===== src/core/shs_pkg.sv =====
// Package for the spindle and head supervisor: timing figures, thresholds,
// the commutation table and the carrier structs.
// Assumes a single 10 MHz core clock; all other clocks arrive as sampled levels.
package shs_pkg;

  // Core clock
  localparam int unsigned CLK_HZ = 10_000_000;

  // Spindle nominal speed and the start-up window, in percent
  localparam int unsigned NOMINAL_RPM = 3600;
  localparam int unsigned START_TOL_PCT = 1;

  // Index period in core cycles; least time rounds up, longest rounds down
  localparam int unsigned IDX_NOM_CYC = CLK_HZ * 60 / NOMINAL_RPM;
  localparam int unsigned IDX_MIN_CYC =
    (IDX_NOM_CYC * (100 - START_TOL_PCT) + 99) / 100;
  localparam int unsigned IDX_MAX_CYC = IDX_NOM_CYC * (100 + START_TOL_PCT) / 100;
  localparam int unsigned IDX_CNT_W = 18;

  // Speed checker reference and its tick window per revolution
  localparam int unsigned CHK_REF_HZ = 92_100;
  localparam int unsigned CHK_NOM_TICKS = CHK_REF_HZ * 60 / NOMINAL_RPM;
  localparam int unsigned CHK_TOL_PCT = 1;
  localparam int unsigned CHK_CNT_W = 12;
  localparam logic [CHK_CNT_W-1:0] CHK_MIN_TICKS =
    CHK_CNT_W'((CHK_NOM_TICKS * (100 - CHK_TOL_PCT) + 99) / 100);
  localparam logic [CHK_CNT_W-1:0] CHK_MAX_TICKS =
    CHK_CNT_W'(CHK_NOM_TICKS * (100 + CHK_TOL_PCT) / 100);
  localparam logic [CHK_CNT_W-1:0] CHK_SAT = 12'hFFF;

  // Regulator phase error range (reference edges minus Hall edges)
  localparam int unsigned REF_REG_HZ = 360;
  localparam logic signed [3:0] PHASE_MAX = 4'sh7;
  localparam logic signed [3:0] PHASE_MIN = -4'sh7;

  // Synchroniser width: three Hall bits, index, unsafe
  localparam int unsigned SYNC_W = 5;

  // Hall state to phase drive, one-hot or idle for illegal codes
  localparam logic [2:0] COMM_TABLE [8] = '{
    3'h0, 3'h1, 3'h2, 3'h2, 3'h4, 3'h1, 3'h4, 3'h0
  };

  // Reset levels of the supervisor outputs
  localparam logic RST_CHIP_EN_N = 1'b1;
  localparam logic RST_INDEX_N = 1'b1;

  typedef enum logic [1:0] {
    ST_ACCEL,
    ST_REGULATE,
    ST_RUN,
    ST_STOP
  } shs_state_t;

  typedef struct packed {
    logic chipEnableN;
    logic writeSelect;
    logic headCodeBitHigh;
    logic headCodeBitLow;
  } shs_preamp_t;

  typedef struct packed {
    logic [2:0] phaseDrive;
    logic stopMotor;
    logic brakeRelay;
    logic normalRegulation;
    logic lockRelease;
  } shs_motor_t;

endpackage


===== src/core/shs_sync2.sv =====
// Two-stage synchroniser for a bundle of asynchronous levels.
// Assumes the consumer reads only dataOut; the first stage is private.
`timescale 1ns/1ps
`default_nettype none
module shs_sync2 #(
  parameter int unsigned W = 1
) (
  // Clock and reset
  input wire logic core_clk,
  input wire logic rst_n,
  // Levels
  input wire logic [W-1:0] dataIn,
  output logic [W-1:0] dataOut
);

  logic [W-1:0] stage1;

  // First stage feeds only the second, to let metastability settle
  always_ff @(posedge core_clk) begin
    if (!rst_n) begin
      stage1 <= '0;
      dataOut <= '0;
    end else begin
      stage1 <= dataIn;
      dataOut <= stage1;
    end
  end

endmodule
`default_nettype wire


===== src/core/shs_supervisor.sv =====
// Spindle start-up, speed checking, commutation and head select for the
// head-disc module. Outputs are registered.
// Assumes the 92.1 kHz and 360 Hz references are synchronous to core_clk;
// Hall, index and unsafe pins are asynchronous and synchronised here.
// Notes on behaviour
// - Preamplifier works only while its active-low chip enable is asserted.
// - Two-bit binary head code selects one of four heads.
// - Write select high means write mode, low means read mode.
// - Unsafe from the preamplifier during writing becomes a write fault.
// - Unsafe in read mode, from stray write current, is a write fault too.
// - Index pulse used internally and buffered out active low.
// - Lock release asserted only after at-speed is true.
// - After reset, stop motor false and regulation off: free acceleration.
// - Index interval within one percent of 3600 rpm turns regulation on.
// - Stop motor goes to both speed control and brake relay driver.
// - Speed checker counts 92.1 kHz ticks per index: at-speed, not-ready.
// - Out-of-range speed or not-ready while running shuts the drive down.
// - Regulator compares Hall phase with 360 Hz reference and corrects drive.
// - Lookup table maps Hall inputs to one of three phase outputs.
// - Stop motor engages brake relay and removes three-phase drive.
`timescale 1ns/1ps
`default_nettype none
module shs_supervisor import shs_pkg::*; #(
  parameter int unsigned IDX_MIN = IDX_MIN_CYC,
  parameter int unsigned IDX_MAX = IDX_MAX_CYC
) (
  // Clock and reset
  input wire logic core_clk,
  input wire logic rst_n,
  // Motor sensors, asynchronous
  input wire logic [2:0] hallRaw,
  input wire logic indexRaw,
  // Reference clocks, sampled as levels
  input wire logic refCheck,
  input wire logic refRegulate,
  // Preamplifier fault line, asynchronous
  input wire logic unsafeFault,
  // Drive control from the interface side
  input wire logic driveSelect,
  input wire logic [1:0] headSelect,
  input wire logic writeRequest,
  input wire logic stopRequest,
  // Preamplifier control
  output shs_preamp_t preamp,
  // Motor, brake and lock control
  output shs_motor_t motor,
  // Status
  output logic indexPulseN,
  output logic writeFault,
  output logic atSpeed,
  output logic counterNotReady
);

  localparam logic [IDX_CNT_W-1:0] IDX_LO = IDX_CNT_W'(IDX_MIN);
  localparam logic [IDX_CNT_W-1:0] IDX_HI = IDX_CNT_W'(IDX_MAX);
  localparam logic [IDX_CNT_W-1:0] IDX_SAT = {IDX_CNT_W{1'b1}};

  logic [SYNC_W-1:0] syncOut;
  logic [2:0] hallSync;
  logic indexSync, unsafeSync, indexDly, refChkDly, refRegDly, hallDly;
  logic indexRise, refChkRise, refRegRise, hallRise;
  logic [IDX_CNT_W-1:0] idxCnt;
  logic idxSeen, chkSeen;
  logic [CHK_CNT_W-1:0] chkCnt;
  logic signed [3:0] phaseErr;
  shs_state_t state, next_state;
  wire idxInBand, chkInBand, speedBad, driveOn, runNext, writeNext;
  wire [2:0] commPhase;

  // Asynchronous inputs pass two stages first
  shs_sync2 #(.W(SYNC_W)) u_sync (
    .core_clk(core_clk),
    .rst_n(rst_n),
    .dataIn({unsafeFault, indexRaw, hallRaw}),
    .dataOut(syncOut)
  );
  assign hallSync = syncOut[2:0];
  assign indexSync = syncOut[3];
  assign unsafeSync = syncOut[4];

  // Edge detection works on synchronised or synchronous levels only
  always_ff @(posedge core_clk) begin
    if (!rst_n) begin
      indexDly <= 1'b0;
      refChkDly <= 1'b0;
      refRegDly <= 1'b0;
      hallDly <= 1'b0;
    end else begin
      indexDly <= indexSync;
      refChkDly <= refCheck;
      refRegDly <= refRegulate;
      hallDly <= hallSync[0];
    end
  end
  assign indexRise = indexSync & ~indexDly;
  assign refChkRise = refCheck & ~refChkDly;
  assign refRegRise = refRegulate & ~refRegDly;
  assign hallRise = hallSync[0] & ~hallDly;

  // Index interval in core cycles; saturates if the spindle is stalled
  always_ff @(posedge core_clk) begin
    if (!rst_n) begin
      idxCnt <= '0;
      idxSeen <= 1'b0;
    end else if (indexRise) begin
      idxCnt <= IDX_CNT_W'(1);
      idxSeen <= 1'b1;
    end else if (idxCnt != IDX_SAT) begin
      idxCnt <= idxCnt + IDX_CNT_W'(1);
    end
  end
  // First index only starts timing, so no false early window
  assign idxInBand = indexRise & idxSeen & (idxCnt >= IDX_LO) & (idxCnt <= IDX_HI);

  // Speed checker: reference ticks per revolution
  always_ff @(posedge core_clk) begin
    if (!rst_n) begin
      chkCnt <= '0;
      chkSeen <= 1'b0;
      atSpeed <= 1'b0;
      counterNotReady <= 1'b1;
    end else if (indexRise) begin
      chkCnt <= '0;
      chkSeen <= 1'b1;
      atSpeed <= chkSeen & chkInBand;
      counterNotReady <= ~chkSeen | (chkCnt == CHK_SAT);
    end else if (chkCnt == CHK_SAT) begin
      // No index for a long time: report at once rather than wait
      atSpeed <= 1'b0;
      counterNotReady <= 1'b1;
    end else if (refChkRise) begin
      chkCnt <= chkCnt + CHK_CNT_W'(1);
    end
  end
  assign chkInBand = (chkCnt >= CHK_MIN_TICKS) & (chkCnt <= CHK_MAX_TICKS);
  assign speedBad = ~atSpeed | counterNotReady;

  // Phase error: 360 Hz reference edges minus Hall edges, saturating
  always_ff @(posedge core_clk) begin
    if (!rst_n || !motor.normalRegulation) begin
      phaseErr <= '0;
    end else if (refRegRise && !hallRise && phaseErr != PHASE_MAX) begin
      phaseErr <= phaseErr + 4'sh1;
    end else if (hallRise && !refRegRise && phaseErr != PHASE_MIN) begin
      phaseErr <= phaseErr - 4'sh1;
    end
  end
  // Full drive while unregulated; regulated drive only when lagging or in step
  assign driveOn = ~motor.normalRegulation | (phaseErr >= 4'sh0);

  // Start-up and supervision sequence
  always_comb begin
    next_state = state;
    unique case (state)
      ST_ACCEL: begin
        if (stopRequest) begin
          next_state = ST_STOP;
        end else if (idxInBand) begin
          next_state = ST_REGULATE;
        end
      end
      ST_REGULATE: begin
        if (stopRequest) begin
          next_state = ST_STOP;
        end else if (atSpeed && !counterNotReady) begin
          next_state = ST_RUN;
        end
      end
      ST_RUN: begin
        if (stopRequest || speedBad) begin
          next_state = ST_STOP;
        end
      end
      ST_STOP: begin
        next_state = ST_STOP; // Only reset restarts the spindle
      end
    endcase
  end

  always_ff @(posedge core_clk) begin
    if (!rst_n) begin
      state <= ST_ACCEL;
    end else begin
      state <= next_state;
    end
  end

  // Motor controls follow the next state, so they move with it
  assign commPhase = COMM_TABLE[hallSync];
  always_ff @(posedge core_clk) begin
    if (!rst_n) begin
      motor <= '0;
    end else begin
      motor.stopMotor <= (next_state == ST_STOP);
      motor.brakeRelay <= (next_state == ST_STOP);
      motor.normalRegulation <= (next_state == ST_REGULATE) || (next_state == ST_RUN);
      motor.lockRelease <= (next_state == ST_RUN);
      motor.phaseDrive <= (next_state != ST_STOP && driveOn) ? commPhase : 3'h0;
    end
  end

  // Head select and fault forwarding
  assign runNext = driveSelect & (next_state == ST_RUN);
  assign writeNext = runNext & writeRequest & ~writeFault;
  always_ff @(posedge core_clk) begin
    if (!rst_n) begin
      preamp <= '{chipEnableN: RST_CHIP_EN_N, default: 1'b0};
      writeFault <= 1'b0;
      indexPulseN <= RST_INDEX_N;
    end else begin
      preamp.chipEnableN <= ~runNext;
      preamp.writeSelect <= writeNext;
      preamp.headCodeBitHigh <= headSelect[1];
      preamp.headCodeBitLow <= headSelect[0];
      // Any mode: read-mode unsafe means stray write current
      writeFault <= unsafeSync & ~preamp.chipEnableN;
      indexPulseN <= ~indexSync;
    end
  end
endmodule
`default_nettype wire


===== config.mk =====
export PLATFORM = sky130hd
export DESIGN_NAME = shs_supervisor
export DESIGN_NICKNAME = d
export VERILOG_FILES = /design/src/core/shs_pkg.sv /design/src/core/shs_sync2.sv /design/src/core/shs_supervisor.sv
export SDC_FILE = /design/constraint.sdc
export NUM_CORES = 1
export LEC_CHECK = 0
export BUFFER_PORTS_ARGS = -buffer_cell sky130_fd_sc_hd__buf_2
export CAP_MARGIN = 20
export CORE_MARGIN = 4
export CORE_UTILIZATION = 23
export DETAILED_ROUTE_END_ITERATION = 6
export GPL_ROUTABILITY_DRIVEN = 0
export HOLD_SLACK_MARGIN = 0.03
export PLACE_DENSITY = 0.36
export SLEW_MARGIN = 20
export SYNTH_ARGS = -nofsm -noshare
export SYNTH_HDL_FRONTEND = slang
export SYNTH_HIERARCHICAL = 1
export SYNTH_SLANG_ARGS = --single-unit

===== constraint.sdc =====
create_clock -name core_clk -period 2.96 [get_ports core_clk]
set_input_delay 0.296 -clock core_clk [delete_from_list [all_inputs] [get_ports core_clk]]
set_output_delay 0.296 -clock core_clk [all_outputs]
set_load 0.02 [all_outputs]

==> metrics.txt <==
Fin Setup TNS=0 ps; Yosys top cell area share=a little over two fifths; total power=2074 uW; All-Layer GR Usage=under 10%; Hold-fix buffers, CTS=0; Final Hold Fails=0; via count=approximately 2,300; Area growth, synth to finish=19.85%; Hold Crit Class=input port to flop; first-pass GRT wire length=11,030 um; clk_skew=6.412 ps; RSZ-0062 raised after global routing=false; # diodes=0; Fmax=419.3 MHz; vias in the first global route=~2,300; PD cells=roughly 570 nW/um^2; CP Launch Point=refRegDly; WL/cell=between 10 and 15 um; WL final=6505 um; Num CTS Buffers=9; DR top layer=met4; top area cells in the synthesized netlist=dfxtp_1 43%, and2_1 4.7%, nor2_1 4.7%; Worst-path clk slew=approximately 50 ps; # clock sinks=65; Post-route DRC=0; share of cells above drive strength 1=19.01%; Avg Inst Size Synth=9.348 um^2; PortBufs=28; DR vias/cell=between 4 and 5; antenna violations before repair=0; predominant post-synthesis flop cell=dfxtp_1; fin nets=381; Met3 Wirelength=300 um; sequential share of power=between 40 and 50%; DIE AREA=around 15,000 um^2; Die W=123.3 um; core box area=12,820 um^2; WP data arrival=2600 ps; leading area contributor after synthesis=dfxtp_1; crit path capture type=flop; number of synthesis warnings=6; Clk pwr share=around half; crit path launch type=flop; Post-synth ARST share=0%; status=finished clean; switching part of the total=22.86%; WL met1=3324 um; DRT Pass-1 Iters=4; largest net degree at the start of global routing=27; max cap viols=0; relative slew slack=53.74%; CTS root buf=clkbuf_16; EDFF count, synth=0; endpoints failing setup=0; leak pwr=0.001406 uW; grt total ovfl=0; Max Slew Vio Count=0; hold path start=driveSelect; Yosys reg bits=65; clock latency on the worst-skew pair=330 ps; fin util=28.57%; Post-CTS Resized=0; IO Pins=29; total number of H-tree levels=3; post-DP HPWL=roughly 4700 um; WL met2=2809 um; Initial Util=a little under a quarter; synthesized cell area=3057 um^2; Seq/Total Area, Yosys=between 40% and 50%; Slew @ Worst Pin=691.4 ps; Syn Nets=350; CP Max Fanout=4; Switch Pwr=474.3 uW; Post-CTS Setup Inserts=0; Critical Path RT=3180 ps; critical path class=flop to flop; Pint=1600 uW; Post-Synthesis Cells=327; Synth cell types=a little under 70; reg-to-reg startpoint=refRegDly; Tmin final=around 2400 ps; DRT iter0 DRCs=between 100 and 150; Final ANT Viol Nets=0; row count=41; Worst VDD drop=197.1 uV; Comb pwr share=under 10%; CTS tree=yes; CTS Buffer Depth=2; Die Height=123.3 um; Final period util=80.57%
==> metrics by stage <==
step	worst slack, ps	hold WS [ps]	cells	area [um^2]
after CTS	555.4	148.5	535	3664
after floorplan	708.7	373.0	327	3057
after detailed placement	538.9	392.3	519	3367
after global placement	566.9	386.9	519	3367
after global routing	418.1	159.1	535	3664
final	575.0	158.2	535	3664
==> cells in the mapped netlist, types with 3 or more instances <==
cell type and count:
and3b_1 3, a211oi_1 4, a311oi_1 3, ha_1 8, o21a_1 3, clkbuf_1 4, and3_1 3, nor2_1 38
nor3_1 10, nand3_1 11, xor2_1 5, mux2i_1 5, o21ai_0 10, and2_1 23, or3_1 4, dfxtp_1 65
a21oi_1 8, nand2_1 19, nand2b_1 3, xnor2_1 11, nor2b_1 5, inv_1 13, nand4_1 8, nor4_1 4
or2_2 3
==> registers in the layout (all words and copies together) (netlist names), 2 cells and up <==
| name | flops |
|---|---|
| u_sync/dataOut | 5 |
| phaseErr | 4 |
| state | 2 |
| u_sync/stage1 | 5 |
| motor | 6 |
| idxCnt | 18 |
| chkCnt | 12 |
| preamp | 4 |
==> layout make-up <==
class	count	area, um^2
timing repair buffer	31	162.7
inverter	13	48.80
multi-input combinational	238	1639
sequential	65	1301
fill	1391	9161
clock inverter	7	71.32
clock buffer	9	225.2
tap	172	215.2
==> final timing paths <==
check / end / slack [ps] / depth (start not counted)
setup / recovery: phaseErr[3] / 580 / 9
hold / removal: preamp[3] / 160 / 2
setup reg to reg: phaseErr[3] / 580 / 9
hold reg to reg: writeFault / 410 / 1
==> worst max-delay path, stage by stage, from the launching register on <==
cell and delay [ps]:
dfxtp_1 290, nand2b_1 180, or2_2 360, a21o_1 210, ha_1 280, a21o_1 180
a21oi_1 250, mux2i_1 110, a211o_1 310, mux2i_1 110
==> routing by layer <==
metal	vias up	GRT usage [%]
met5	-	0
met4	0	2.699
met3	5	3.888
met2	32	13.56
met1	1066	12.70
li1	1223	-
==> logic make-up (layout without fill, tap and decap cells) <==
| kind of cell | count (synthesis) | in the layout | synth area share [%] |
|---|---|---|---|
| adder cells (fa/ha/maj) | 10 | 10 | 4.257 |
| XOR/XNOR | 16 | 16 | 4.584 |
| AND/OR/NAND/NOR | 161 | 161 | 32.13 |
| multiplexers | 5 | 5 | 1.637 |
| AO/OA/AOI/OAI | 46 | 46 | 11.01 |
| buffers and inverters | 24 | 60 | 3.806 |
| flip-flops | 65 | 65 | 42.57 |
==> power groups by stage <==
stage               logic (uW)  registers [uW]  clock network [uW]
floorplan                 72.8             941                   0
global placement           117             938                   0
detailed placement         117             938                   0
CTS                        117             919                1090
global route               129             922                1140
finish                     113             919                1040
==> cell usage in the layout, fill, tap and decap left out, types with 3 or more instances in the layout <==
master,count
a211oi_1,4
a21oi_1,8
a311oi_1,3
and2_1,23
and3_1,3
and3b_1,3
buf_2,28
buf_4,3
clkbuf_16,9
clkinv_2,3
clkinv_4,3
dfxtp_1,65
ha_1,8
inv_1,13
mux2i_1,5
nand2_1,19
nand2b_1,3
nand3_1,11
nand4_1,8
nor2_1,38
nor2b_1,5
nor3_1,10
nor4_1,4
o21a_1,3
o21ai_0,10
or2_2,3
or3_1,4
xnor2_1,11
xor2_1,5
Power figures use the tool's default switching activity.
